File: config.mk
export PLATFORM = sky130hd
export DESIGN_NAME = dect_top
export DESIGN_NICKNAME = d
export VERILOG_FILES = /design/src/dect_pkg.sv /design/src/dect_top.sv
export SDC_FILE = /design/constraint.sdc
export NUM_CORES = 1
export LEC_CHECK = 0
export ABC_CLOCK_PERIOD_IN_PS = 1300
export BUFFER_PORTS_ARGS = -buffer_cell sky130_fd_sc_hd__buf_2
export CAP_MARGIN = 5
export CORE_ASPECT_RATIO = 1.1
export CORE_MARGIN = 2
export CORE_UTILIZATION = 40
export DETAILED_ROUTE_END_ITERATION = 10
export GPL_TIMING_DRIVEN = 0
export PLACE_DENSITY = 0.71
export SLEW_MARGIN = 20
export SYNTH_ARGS = -nofsm -noshare
export SYNTH_HDL_FRONTEND = slang
export SYNTH_SLANG_ARGS = --single-unit
File: constraint.sdc
create_clock -name sys_clk -period 1.3 [get_ports sys_clk]
set_input_delay 0.065 -clock sys_clk [delete_from_list [all_inputs] [get_ports sys_clk]]
set_output_delay 0.065 -clock sys_clk [all_outputs]
set_load 0.03 [all_outputs]
File: src/dect_pkg.sv
// Package with register map, field layout and width constants of the display top control.
package dect_pkg;
  localparam logic [7:0]  ADDR_PROC_GATES   = 8'h00;
  localparam logic [7:0]  ADDR_BUS_GATES    = 8'h04;
  localparam logic [7:0]  ADDR_UNIT_RESETS  = 8'h08;
  localparam logic [7:0]  ADDR_DIVIDERS     = 8'h0C;
  localparam logic [7:0]  ADDR_ROUTING      = 8'h10;
  localparam int          UNIT_COUNT        = 3;
  localparam int          MAIN_BIT          = 0;
  localparam int          AUX_BIT           = 1;
  localparam int          WB_BIT            = 2;
  localparam int          DIV_WIDTH         = 4;
  localparam int          ROUTE_SWAP_BIT    = 0;
  localparam logic [31:0] GATE_MASK         = 32'h0000_0007;
  localparam logic [31:0] DIV_MASK          = 32'h0000_0FFF;
  localparam logic [31:0] ROUTE_MASK        = 32'h0000_0001;
  localparam logic [31:0] REG_RESET         = 32'h0000_0000;
  localparam int          PIXEL_WIDTH       = 24;
endpackage : dect_pkg

File: src/dect_top.sv
// Display engine top control bank: gates, resets, dividers and mixer routing.
//
// Design decision made here: register access over APB.
`timescale 1ns/100ps
module dect_top
(
  // Clock and reset.
  input  wire logic                               sys_clk,
  input  wire logic                               sys_rst,
  // APB slave.
  input  wire logic                               psel,
  input  wire logic                               penable,
  input  wire logic                               pwrite,
  input  wire logic [7:0]                         paddr,
  input  wire logic [31:0]                        pwdata,
  output logic      [31:0]                        prdata,
  output logic                                    pready,
  output logic                                    pslverr,
  // Per-unit clock enables and resets, index 0 main, 1 aux, 2 write-back.
  output logic      [dect_pkg::UNIT_COUNT-1:0]    proc_clk_en,
  output logic      [dect_pkg::UNIT_COUNT-1:0]    bus_clk_pass,
  output logic      [dect_pkg::UNIT_COUNT-1:0]    unit_rst_n,
  // Mixer pixel inputs.
  input  wire logic [dect_pkg::PIXEL_WIDTH-1:0]   main_mixer_pixel,
  input  wire logic                               main_mixer_valid,
  input  wire logic [dect_pkg::PIXEL_WIDTH-1:0]   aux_mixer_pixel,
  input  wire logic                               aux_mixer_valid,
  // Timing controller pixel outputs.
  output logic      [dect_pkg::PIXEL_WIDTH-1:0]   timing_controller_a_pixel,
  output logic                                    timing_controller_a_valid,
  output logic      [dect_pkg::PIXEL_WIDTH-1:0]   timing_controller_b_pixel,
  output logic                                    timing_controller_b_valid
);

  typedef logic [dect_pkg::DIV_WIDTH-1:0] dect_div_t;

  typedef struct packed
  {
    logic [dect_pkg::UNIT_COUNT-1:0]  proc_gates;
    logic [dect_pkg::UNIT_COUNT-1:0]  bus_gates;
    logic [dect_pkg::UNIT_COUNT-1:0]  resets;
    dect_div_t [dect_pkg::UNIT_COUNT-1:0] divs;
    logic                             swap;
    dect_div_t [dect_pkg::UNIT_COUNT-1:0] div_cnt;
    logic [dect_pkg::UNIT_COUNT-1:0]  clk_en;
    logic [31:0]                      rdata;
    logic [dect_pkg::PIXEL_WIDTH-1:0] pix_a;
    logic                             val_a;
    logic [dect_pkg::PIXEL_WIDTH-1:0] pix_b;
    logic                             val_b;
  } dect_state_t;

  dect_state_t state_ff;
  dect_state_t nxt_state;

  // Address decode shared by read and write paths; returns one-hot register hit.
  function automatic logic [4:0] dect_decode(input logic [7:0] addr);
    logic [4:0] hit;
    hit = 5'h0;
    if (addr == dect_pkg::ADDR_PROC_GATES)
    begin
      hit = 5'h01;
    end
    else if (addr == dect_pkg::ADDR_BUS_GATES)
    begin
      hit = 5'h02;
    end
    else if (addr == dect_pkg::ADDR_UNIT_RESETS)
    begin
      hit = 5'h04;
    end
    else if (addr == dect_pkg::ADDR_DIVIDERS)
    begin
      hit = 5'h08;
    end
    else if (addr == dect_pkg::ADDR_ROUTING)
    begin
      hit = 5'h10;
    end
    return hit;
  endfunction : dect_decode

  // Places the unit bits of a gate or reset register in their bus word.
  function automatic logic [31:0] dect_unit_word
  (
    input logic [dect_pkg::UNIT_COUNT-1:0] bits
  );
    logic [31:0] word;
    word = 32'h0000_0000;
    word[dect_pkg::UNIT_COUNT-1:0] = bits;
    return word & dect_pkg::GATE_MASK;
  endfunction : dect_unit_word

  // Packs the per-unit divide settings into their bus word.
  function automatic logic [31:0] dect_div_word
  (
    input dect_div_t [dect_pkg::UNIT_COUNT-1:0] divs
  );
    logic [31:0] word;
    word = 32'h0000_0000;
    for (int u = 0; u < dect_pkg::UNIT_COUNT; u++)
    begin
      word[u*dect_pkg::DIV_WIDTH +: dect_pkg::DIV_WIDTH] = divs[u];
    end
    return word & dect_pkg::DIV_MASK;
  endfunction : dect_div_word

  // Places the routing bit in its bus word.
  function automatic logic [31:0] dect_route_word
  (
    input logic swap
  );
    logic [31:0] word;
    word = 32'h0000_0000;
    word[dect_pkg::ROUTE_SWAP_BIT] = swap;
    return word & dect_pkg::ROUTE_MASK;
  endfunction : dect_route_word

  // Mask of the stored fields of the register hit, so that upper write bits are dropped.
  function automatic logic [31:0] dect_write_mask
  (
    input logic [4:0] sel
  );
    logic [31:0] mask;
    mask = 32'h0000_0000;
    if (sel[0])
    begin
      mask = dect_pkg::GATE_MASK;
    end
    else if (sel[1])
    begin
      mask = dect_pkg::GATE_MASK;
    end
    else if (sel[2])
    begin
      mask = dect_pkg::GATE_MASK;
    end
    else if (sel[3])
    begin
      mask = dect_pkg::DIV_MASK;
    end
    else if (sel[4])
    begin
      mask = dect_pkg::ROUTE_MASK;
    end
    return mask;
  endfunction : dect_write_mask

  // Reset image of the state: every register field takes the common reset value.
  function automatic dect_state_t dect_reset_state();
    dect_state_t image;
    logic [31:0] rst_word;
    image = '0;
    rst_word = dect_pkg::REG_RESET;
    image.proc_gates = rst_word[dect_pkg::UNIT_COUNT-1:0];
    image.bus_gates = rst_word[dect_pkg::UNIT_COUNT-1:0];
    image.resets = rst_word[dect_pkg::UNIT_COUNT-1:0];
    for (int u = 0; u < dect_pkg::UNIT_COUNT; u++)
    begin
      image.divs[u] = rst_word[u*dect_pkg::DIV_WIDTH +: dect_pkg::DIV_WIDTH];
    end
    image.swap = rst_word[dect_pkg::ROUTE_SWAP_BIT];
    return image;
  endfunction : dect_reset_state

  logic [4:0]                      hit;
  logic [31:0]                     wr_word;
  logic [dect_pkg::UNIT_COUNT-1:0] unit_live;
  logic                            wr_en;
  logic                            rd_en;

  always_comb
  begin
    hit = dect_decode(paddr);
    wr_en = psel && penable && pwrite;
    rd_en = psel && !penable && !pwrite;
    wr_word = pwdata & dect_write_mask(hit);
    unit_live = state_ff.proc_gates & state_ff.resets;
    nxt_state = state_ff;
    // Writes take effect at the access edge; upper bits are masked off.
    if (wr_en)
    begin
      if (hit[0])
      begin
        nxt_state.proc_gates = wr_word[dect_pkg::UNIT_COUNT-1:0];
      end
      else if (hit[1])
      begin
        nxt_state.bus_gates = wr_word[dect_pkg::UNIT_COUNT-1:0];
      end
      else if (hit[2])
      begin
        nxt_state.resets = wr_word[dect_pkg::UNIT_COUNT-1:0];
      end
      else if (hit[3])
      begin
        for (int u = 0; u < dect_pkg::UNIT_COUNT; u++)
        begin
          nxt_state.divs[u] = wr_word[u*dect_pkg::DIV_WIDTH +: dect_pkg::DIV_WIDTH];
        end
      end
      else if (hit[4])
      begin
        nxt_state.swap = wr_word[dect_pkg::ROUTE_SWAP_BIT];
      end
    end
    // Read data is captured in the setup cycle so it stands in the access cycle.
    if (rd_en)
    begin
      if (hit[0])
      begin
        nxt_state.rdata = dect_unit_word(state_ff.proc_gates);
      end
      else if (hit[1])
      begin
        nxt_state.rdata = dect_unit_word(state_ff.bus_gates);
      end
      else if (hit[2])
      begin
        nxt_state.rdata = dect_unit_word(state_ff.resets);
      end
      else if (hit[3])
      begin
        nxt_state.rdata = dect_div_word(state_ff.divs);
      end
      else if (hit[4])
      begin
        nxt_state.rdata = dect_route_word(state_ff.swap);
      end
      else
      begin
        nxt_state.rdata = 32'h0000_0000;
      end
    end
    // Per-unit divider: a one-cycle enable every (setting + 1) cycles while gated on and out of unit reset.
    for (int i = 0; i < dect_pkg::UNIT_COUNT; i++)
    begin
      if (!unit_live[i])
      begin
        nxt_state.div_cnt[i] = 4'h0;
        nxt_state.clk_en[i] = 1'b0;
      end
      else if (state_ff.div_cnt[i] >= state_ff.divs[i])
      begin
        nxt_state.div_cnt[i] = 4'h0;
        nxt_state.clk_en[i] = 1'b1;
      end
      else
      begin
        nxt_state.div_cnt[i] = 4'(state_ff.div_cnt[i] + 4'h1);
        nxt_state.clk_en[i] = 1'b0;
      end
    end
    // Mixer to timing controller routing, registered.
    if (state_ff.swap)
    begin
      nxt_state.pix_a = aux_mixer_pixel;
      nxt_state.val_a = aux_mixer_valid;
      nxt_state.pix_b = main_mixer_pixel;
      nxt_state.val_b = main_mixer_valid;
    end
    else
    begin
      nxt_state.pix_a = main_mixer_pixel;
      nxt_state.val_a = main_mixer_valid;
      nxt_state.pix_b = aux_mixer_pixel;
      nxt_state.val_b = aux_mixer_valid;
    end
  end

  always_ff @(posedge sys_clk)
  begin
    if (sys_rst)
    begin
      state_ff <= dect_reset_state();
    end
    else
    begin
      state_ff <= nxt_state;
    end
  end

  assign prdata = state_ff.rdata;
  assign pready = 1'b1;
  assign pslverr = psel && penable && (hit == 5'h0);
  // Per-unit control outputs.
  for (genvar u = 0; u < dect_pkg::UNIT_COUNT; u++)
  begin : g_unit
    assign proc_clk_en[u]  = state_ff.clk_en[u];
    assign bus_clk_pass[u] = state_ff.bus_gates[u];
    assign unit_rst_n[u]   = state_ff.resets[u];
  end
  assign timing_controller_a_pixel = state_ff.pix_a;
  assign timing_controller_a_valid = state_ff.val_a;
  assign timing_controller_b_pixel = state_ff.pix_b;
  assign timing_controller_b_valid = state_ff.val_b;

endmodule : dect_top

[After elaboration in Yosys (flattened, before gate mapping)]
Cells that the tools add are included.
Operators by class
  eq/ne operators: 4
  reductions and logical operators: 20
  $lt $le $gt $ge: 3
  bitwise logic cells: 9
  $add $sub $neg: 3
  mux-type cells: 19
Operators by type and width (count)
  12-bit 2-to-1 mux: 8
  50-bit 2-to-1 mux: 1
  5-bit 2-to-1 mux: 5
  8-bit by 4-bit == test with 1-bit output (second input constant): 2
  4-bit by 1-bit adder with 4-bit output (second input constant): 3
  12-bit bitwise AND: 1
  4-bit greater-or-equal comparator: 3
  3-bit OR reduction: 3
  8-bit by 3-bit == test with 1-bit output (second input constant): 1
  8-bit by 5-bit == test with 1-bit output (second input constant): 1
  8-bit zero test: 1
  1-bit inverter: 7
  6-bit AND reduction: 1
  2-bit OR reduction: 3
  1-bit logical AND: 5
  5-bit zero test: 1
  1-bit 2-to-1 mux: 5
  5-bit AND reduction: 1
  4-bit AND reduction: 1
  3-bit bitwise AND: 1
  3-bit AND reduction: 1
  1-bit zero test: 2
  2-bit AND reduction: 1
Word-level totals
  output and inout bits: 93
  register bits: 119

[Logic depth before layout (Yosys ltp)]
Gate-level depths: netlist of run 1.
  depth in word-level cells: 12
  gate-level depth with buffers: 6

[Worst setup path after synthesis of run 1]
OpenSTA, ideal clock, no wires.
  path type: register -> register
  from: register state_ff[97] (netlist name)
  to: register state_ff (netlist bit timing_controller_a_pixel[10])
  cell stages (with the launch flop): 5
  data arrival time: 1.227 ns
  clock period less this slack: 1.354 ns
  setup slack: -0.054 ns
  library setup time: 0.128 ns
  required time: 1.172 ns
  cells stage by stage: dfxtp_1 clkbuf_1 buf_1 mux2i_1 nor2_1
On the way
  cells in the longest elaborated chain, start to end: 1
RTL lines
  from (decl): line dect_top.sv:53  | dect_state_t state_ff;
  from (signal assigned): line dect_top.sv:275  | state_ff <= dect_reset_state();
  from (signal assigned): line dect_top.sv:279  | state_ff <= nxt_state;
  50-bit 2-to-1 mux: line dect_top.sv:255  | if (state_ff.swap)
No other way between the ends.
A chain may end at the register's enable or synchronous reset.

[Worst setup path in the final report of run 1]
  from: input port paddr[5]
  to: output port pslverr
On the way
  cells in the longest elaborated chain, start to end: 8
  elaborated cells on any way between the ends: 12
  those cells by class: eq/ne: 4; mux: 5; reduce/logical: 3
RTL lines
  from (decl): line dect_top.sv:14  | input wire logic [7:0] paddr,
  8-bit by 5-bit == test with 1-bit output: line dect_top.sv:76  | else if (addr == dect_pkg::ADDR_ROUTING)
  5-bit 2-to-1 mux: line dect_top.sv:76
  5-bit 2-to-1 mux: line dect_top.sv:72  | else if (addr == dect_pkg::ADDR_DIVIDERS)
  5-bit 2-to-1 mux: line dect_top.sv:68  | else if (addr == dect_pkg::ADDR_UNIT_RESETS)
  5-bit 2-to-1 mux: line dect_top.sv:64  | else if (addr == dect_pkg::ADDR_BUS_GATES)
  5-bit 2-to-1 mux (*): line dect_top.sv:60  | if (addr == dect_pkg::ADDR_PROC_GATES)
  5-bit zero test (*): line dect_top.sv:285  | assign pslverr = psel && penable && (hit == 5'h0);
  1-bit logical AND (*): line dect_top.sv:285
  to (decl): line dect_top.sv:18  | output logic pslverr,
Every way passes the cells marked *; elsewhere a longest branch is shown, timed or not.

==> results of run 1 <==
layer usage:
| layer | vias to the layer above | track usage [%] | share of wire, % |
|---|---|---|---|
| met5 | - | 0 | 0.082 |
| met4 | 2 | 8.17 | 2.7 |
| met3 | 34 | 6.53 | 7.4 |
| met2 | 169 | 37.5 | 51 |
| met1 | 2028 | 22.3 | 39 |
| li1 | 2081 | - | - |
worst max-delay path: cells and delay by family:
kind / cells / cell delay [ps]
AO/OA/AOI/OAI: 1 / 90
buffers and inverters: 2 / 320
AND/OR/NAND/NOR: 2 / 740
power groups by stage:
| stage | Clock [mW] | Sequential [mW] | Combinational [mW] |
|---|---|---|---|
| 2_1_floorplan | 0 | 3.21 | 0.571 |
| 3_3_place_gp | 0 | 3.20 | 0.840 |
| 5_1_grt | 2.95 | 3.14 | 1.09 |
| 4_1_cts | 2.82 | 3.14 | 0.992 |
| 6_report | 2.77 | 3.14 | 1.03 |
| 3_5_place_dp | 0 | 3.21 | 0.853 |
timing repair:
| item | 4_1_cts | 5_1_grt |
|---|---|---|
| endpoints found under the setup margin | 81 | 76 |
| resized for setup | 14 | 41 |
| hold buffers | 58 | 0 |
| setup buffers | 4 | 4 |
| endpoints found under the hold margin | 56 | 0 |
| pin swaps | 8 | 14 |
layout make-up:
type                            count  area [um^2]  area share [%]
Inverter                           17         63.8           0.924
Timing Repair Buffer              212         1370            19.9
Multi-Input combinational cell    295         2170            31.5
Sequential cell                    99         1990            28.9
Clock inverter                      6         70.1            1.01
Buffer                            114          803            11.6
Tap cell                          150          188            2.72
Clock buffer                       10          239            3.46
cells in the mapped netlist (2+ instances only):
cell	instances	area [um^2]
mux4_2	2	45.0
nand3b_1	5	37.5
buf_4	90	676
and3_1	2	12.5
nor3_1	13	65.1
buf_1	2	7.51
buf_2	6	30.0
nand4_1	8	50.1
nand2b_1	11	68.8
a21oi_1	25	125
nand3_1	16	80.1
nor2b_1	7	43.8
inv_1	17	63.8
xor2_1	3	26.3
buf_6	2	22.5
conb_1	2	7.51
o31ai_1	2	15.0
clkbuf_1	16	60.1
xnor2_1	3	26.3
dfxtp_1	99	1980
o21ai_0	20	100
ha_1	15	188
mux2i_1	57	571
a22o_2	7	70.1
nand2_1	10	37.5
nor2_1	55	206
state kept, by name, indices dropped and copies added, names as in the netlist:
register / count
bus_clk_pass: 3
prdata: 12
proc_clk_en: 3
state_ff: 28
timing_controller_a_pixel: 24
timing_controller_a_valid: 1
timing_controller_b_pixel: 24
timing_controller_b_valid: 1
unit_rst_n: 3
metrics by stage:
stage,power [mW],util (%)
6_report,6.94,60.1
5_1_grt,7.19,60.1
4_1_cts,6.94,58.2
3_5_place_dp,4.06,49.8
3_3_place_gp,4.04,49.8
2_1_floorplan,3.78,-
logic make-up after synthesis:
kind of cell	share of synthesized area, %
muxes	13.2
and+or+nand+nor	14.6
buffers and inverters	18.2
other	0.159
xor gates and xnor gates	1.11
DFF	41.8
AOI/OAI and AO/OA	6.95
adders and majority gates	3.96
worst paths after layout:
kind / from / end / slack, ps / cells after the start
worst max register to register: state_ff[93] / proc_clk_en[2] / 20 / 6
worst max-delay path: paddr[5] / pslverr / 10 / 5
worst min register to register: prdata[4] / prdata[4] / 460 / 2
worst min-delay path: pwdata[0] / state_ff[97] / 10 / 3
==> key figures, run 1 <==
Logic synthesis
  • Post-synth EDFFs: 0
  • Mapped Avg Cell Area: 9.32 um^2
  • Synth cell types: 39
  • Post-synthesis cell area: 0.00474 mm^2
  • Yosys Warn Count: 0
  • Yosys reg bits: 99
  • Post-Syn Instances: 508
  • Commonest register cell after synthesis: dfxtp_1
  • Register area share after synthesis: 41.8%
  • Async S/R FF share, synth: 0%

Placed design
  • DP Cell Count: 823
  • Placed Area: 0.00573 mm^2
  • Port Buf Inserts: 146
  • Final GP Congestion: 0.811
  • Setup WS pre-CTS: -769 ps
  • DP Wirelength: 8850 um

Timing
  • Slew Limit Fails: 0
  • Fin Hold WS: 12.2 ps
  • Final Cycle Share: 99.1%
  • Max Fclk: 776 MHz
  • Final setup vio count: 0
  • Relative slew slack: 63.9%
  • Setup ws final: 12.0 ps
  • Clock skew: 9.21 ps
  • Final hold vios: 0
  • Worst Tran Pin Value: 541 ps
  • Final Critical Period: 1290 ps
  • RSZ-0062 raised after global routing: yes
  • Setup TNS: 0 ps

Layout
  • Commonest non-fill, non-tap cells in the layout: buf_2 (149), buf_4 (102), dfxtp_1 (89), dlygate4sd3_1 (58), mux2i_1 (57)
  • Area growth syn-to-layout: 45.8%
  • Share of cells above drive strength 1: 43.0%
  • Most common cell after layout, fill and taps aside: buf_2
  • Final Net Count: 858
  • # fillers: 950
  • Non-Filler Instances: 903
  • Diodes inserted: 0
  • Final instance area: 0.00690 mm^2

Run status
  • Run status: finished, final reports clean

Route
  • Routed Antenna Nets: 0
  • Total number of vias: 4314
  • Vias per std cell: 4.78
  • DRT iter0 DRCs: 158
  • WL/cell: 14.8 um
  • Drc violations: 0
  • Drt first pass iters: 4
  • WL final: 13400 um

Pwr
  • Seq pwr share: 45.2%
  • Power Density: 1000 mW/mm^2
  • Peak VDD IR: 0.784 mV
  • Int Power: 5.14 mW
  • Net Sw Frac: 25.9%
  • Gate power share: 14.8%
  • Sw power: 1.80 mW
  • Lkg Pwr: 3.16 nW
  • Clock power frac: 40.0%

CTS
  • Clock sink total: 99
  • Worst skew pair latency: 340 ps
  • Clk pin slew, worst setup/hold paths: 60 ps
  • CTS root buf: clkbuf_16
  • Clock Tree Buf Depth: 2
  • H-tree depth: 3
  • Inserted Clock Buffers: 9
  • CTS tree: yes

GRT
  • Largest net degree at the start of global routing: 18
  • Number of global-route vias before repair: 4527
  • Total gr overflow: 0
  • GRT Overall Usage: 20.8%
  • Initial antenna violation count: 1
  • First-pass GRT wire length: 21100 um

Floorplan
  • Io pins: 188
  • Core ar.: 0.0115 mm^2
  • Die Y: 118 um
  • Die W: 108 um
  • Starting Density: 41.2%
  • Die ar.: 0.0127 mm^2
  • FP Rows: 41

Worst setup path
  • CP Max Fanout: 3
  • CP max-delay cell: or4_4
  • Most Frequent Cell on Critical Path: buf_2
  • Crit. End Element: primary output
  • Setup CP Type: input pin to primary output
  • Worst-path cell chain: buf_2, or4_4, nor2_2, a21oi_1, buf_2
  • WP data required: 1240 ps
  • Crit path arrival time: 1220 ps
  • CP peak stage delay: 580 ps
  • CP startpoint kind: input pin

Worst hold path
  • HP Class: input pin to flip-flop

Job
  • MaxCap Viol Count: 0
Power figures use the tool's default switching activity.
==> inputs of run 2 (changes only) <==
--- a/config.mk
+++ b/config.mk
@@ -5,6 +5,7 @@
 export SDC_FILE = /design/constraint.sdc
 export NUM_CORES = 1
 export LEC_CHECK = 0
+export ABC_AREA = 1
 export ABC_CLOCK_PERIOD_IN_PS = 1300
 export BUFFER_PORTS_ARGS = -buffer_cell sky130_fd_sc_hd__buf_2
 export CAP_MARGIN = 5
==> run 2 against run 1 <==
The flow now finishes with violations (setup timing). Critical endpoint is now state_ff[96]. Critical path depth rose by 2. First-iteration DRC count rose by 58%. Utilization fell by 2.3 points. Via count rose by 3.2%. Largest cell class is now non-clock buffers.
==> key figures, run 2 <==
CTS
  • Clock sink total: 99
  • H-tree depth: 3
  • CTS root buf: clkbuf_16
  • Clock Tree Buf Depth: 2
  • Worst skew pair latency: 340 ps
  • Clk pin slew, worst setup/hold paths: 60 ps
  • CTS tree: yes
  • Inserted Clock Buffers: 9

Logic synthesis
  • Synth area leaders: dfxtp_1 (43%), buf_4 (15%), nor2_1 (11%)
  • Register area share after synthesis: 42.8%
  • Yosys top cell by area: dfxtp_1
  • Yosys Warn Count: 0
  • Yosys top cell area share: 42.8%
  • Post-synth EDFFs: 0
  • Commonest register cell after synthesis: dfxtp_1
  • Mapped Avg Cell Area: 7.79 um^2
  • Top-count cell post-synth: nor2_1
  • Post-Syn Instances: 595
  • Synth top cells by count: nor2_1 (133), dfxtp_1 (99), buf_4 (90)
  • Async S/R FF share, synth: 0%
  • Yosys reg bits: 99
  • Synth cell types: 32
  • Post-synthesis cell area: 0.00464 mm^2

Timing
  • Setup ws final: -56.7 ps
  • Slew Limit Fails: 0
  • Clock skew: 7.72 ps
  • Final Cycle Share: 104%
  • RSZ-0062 raised after global routing: yes
  • Final setup vio count: 5
  • Setup TNS: -221 ps
  • Final hold vios: 0
  • Final Critical Period: 1360 ps
  • Max Fclk: 737 MHz

Route
  • Routed wl met3: 883 um
  • Drc violations: 0
  • Routed Antenna Nets: 0
  • Drt first pass iters: 4
  • DRT iter0 DRCs: 250
  • WL/cell: 12.9 um
  • DR top layer: met4
  • WL final: 12600 um
  • Metal1 wirelength: 5240 um
  • Met2 WL post-DR: 6170 um
  • Total number of vias: 4454
  • Vias per std cell: 4.54

Placed design
  • Port Buf Inserts: 145
  • DP Wirelength: 8630 um
  • Setup WS pre-CTS: -134 ps
  • Final GP Congestion: 0.816

Pwr
  • Peak VDD IR: 0.630 mV
  • Power Density: 1040 mW/mm^2
  • Lkg Pwr: 3.24 nW

Run status
  • Failing checks: setup timing
  • Run status: finished, violations left

Floorplan
  • Starting Density: 40.7%
  • Io pins: 188
  • Core ar.: 0.0114 mm^2
  • FP Rows: 41
  • Die ar.: 0.0125 mm^2
  • Die W: 107 um
  • Die Y: 117 um

GRT
  • First-pass GRT wire length: 19600 um
  • Initial antenna violation count: 0
  • Largest net degree at the start of global routing: 16
  • Number of global-route vias before repair: 4133
  • Total gr overflow: 0
  • GRT Overall Usage: 20.2%

Layout
  • Area growth syn-to-layout: 42.0%
  • Final Net Count: 937
  • Diodes inserted: 0
  • Commonest non-fill, non-tap cells in the layout: buf_2 (147), nor2_1 (131), buf_4 (94), dfxtp_1 (90), o21ai_0 (72)
  • Most common cell after layout, fill and taps aside: buf_2
  • Max FFs per register: 28
  • Reg with most FFs: state_ff
  • Share of cells above drive strength 1: 35.7%

Worst setup path
  • Setup CP Type: flip-flop to flip-flop
  • WP data required: 1580 ps
  • CP Max Fanout: 4
  • CP startpoint kind: flip-flop
  • Crit path arrival time: 1630 ps
  • Crit. End Element: flip-flop

Worst hold path
  • HP Class: input pin to flip-flop

Job
  • MaxCap Viol Count: 0
[run 2: cell types whose count changed after synthesis, sizes merged, moves of 7 or more]
cell	previous run	this run
a21oi	25	32
a22o	7	0
buf	100	93
inv	17	40
mux2i	57	0
nand2	10	34
nand2b	11	0
nor2	55	137
nor2b	7	0
nor3	14	4
o21ai	20	73
[run 2: cell families after synthesis]
family | share of synthesized area (%)
flops | 42.8
xor+xnor | 1.13
other cells | 0.162
simple gates | 18.9
compound gates | 13.0
buf+inv | 20.0
fa+ha+maj | 4.05
[run 2: timing repair]
| item | 4_1_cts | 5_1_grt |
|---|---|---|
| endpoints found under the setup margin | 63 | 33 |
| hold buffers | 53 | 0 |
| gates resized for setup | 21 | 10 |
| pin swaps | 9 | 13 |
| hold endpoints to repair | 52 | 0 |
| setup buffers | 3 | 1 |
[run 2: final cells by class]
cell class | count | area, um^2
inverters | 42 | 159
flip-flops and latches | 99 | 1990
well taps | 150 | 188
repair buffers | 202 | 1290
fillers | 1025 | 4810
plain buffers | 112 | 773
multi-input cells | 361 | 1880
clock buffers | 13 | 260
clock inverters | 3 | 46.3
[run 2: report_power, final]
group / internal, mW / switching (mW) / total (mW)
sequential: 3.12 / 0.0244 / 3.14
clock: 1.60 / 1.12 / 2.73
combinational: 0.432 / 0.548 / 0.981
total: 5.15 / 1.70 / 6.85
[run 2: worst paths after layout]
path / cells past startpoint / endpoint / slack (ps) / startpoint
worst max register to register: 7 / state_ff[96] / -60 / state_ff[107]
worst min register to register: 1 / state_ff[89] / 440 / state_ff[89]
worst max-delay path: 7 / state_ff[96] / -60 / state_ff[107]
worst min-delay path: 3 / state_ff[107] / 6 / pwdata[9]
[run 2: routing by layer]
layer	track usage (%)	vias up
met5	0	-
li1	-	2270
met2	35.7	191
met3	4.54	29
met4	9.70	0
met1	23.2	1964
[run 2: worst max-delay path, stage by stage (launching register included)]
cell	delay [ps]
dfxtp_2	330
inv_2	50
ha_4	210
inv_2	50
nor2_2	40
o211ai_1	250
nand4_1	220
nor2_1	140
[run 2: per-stage QoR]
stage	cell area [um^2]	utilization (%)	power [mW]	std cells	hold slack (ps)
after floorplan	4710	-	3.78	614	200
after global placement	5620	49.4	4.04	909	301
after detailed placement	5620	49.4	4.05	909	308
after CTS	6540	57.4	6.87	981	11.1
after global routing	6580	57.8	7.10	982	30.7
final	6580	57.8	6.85	982	5.64
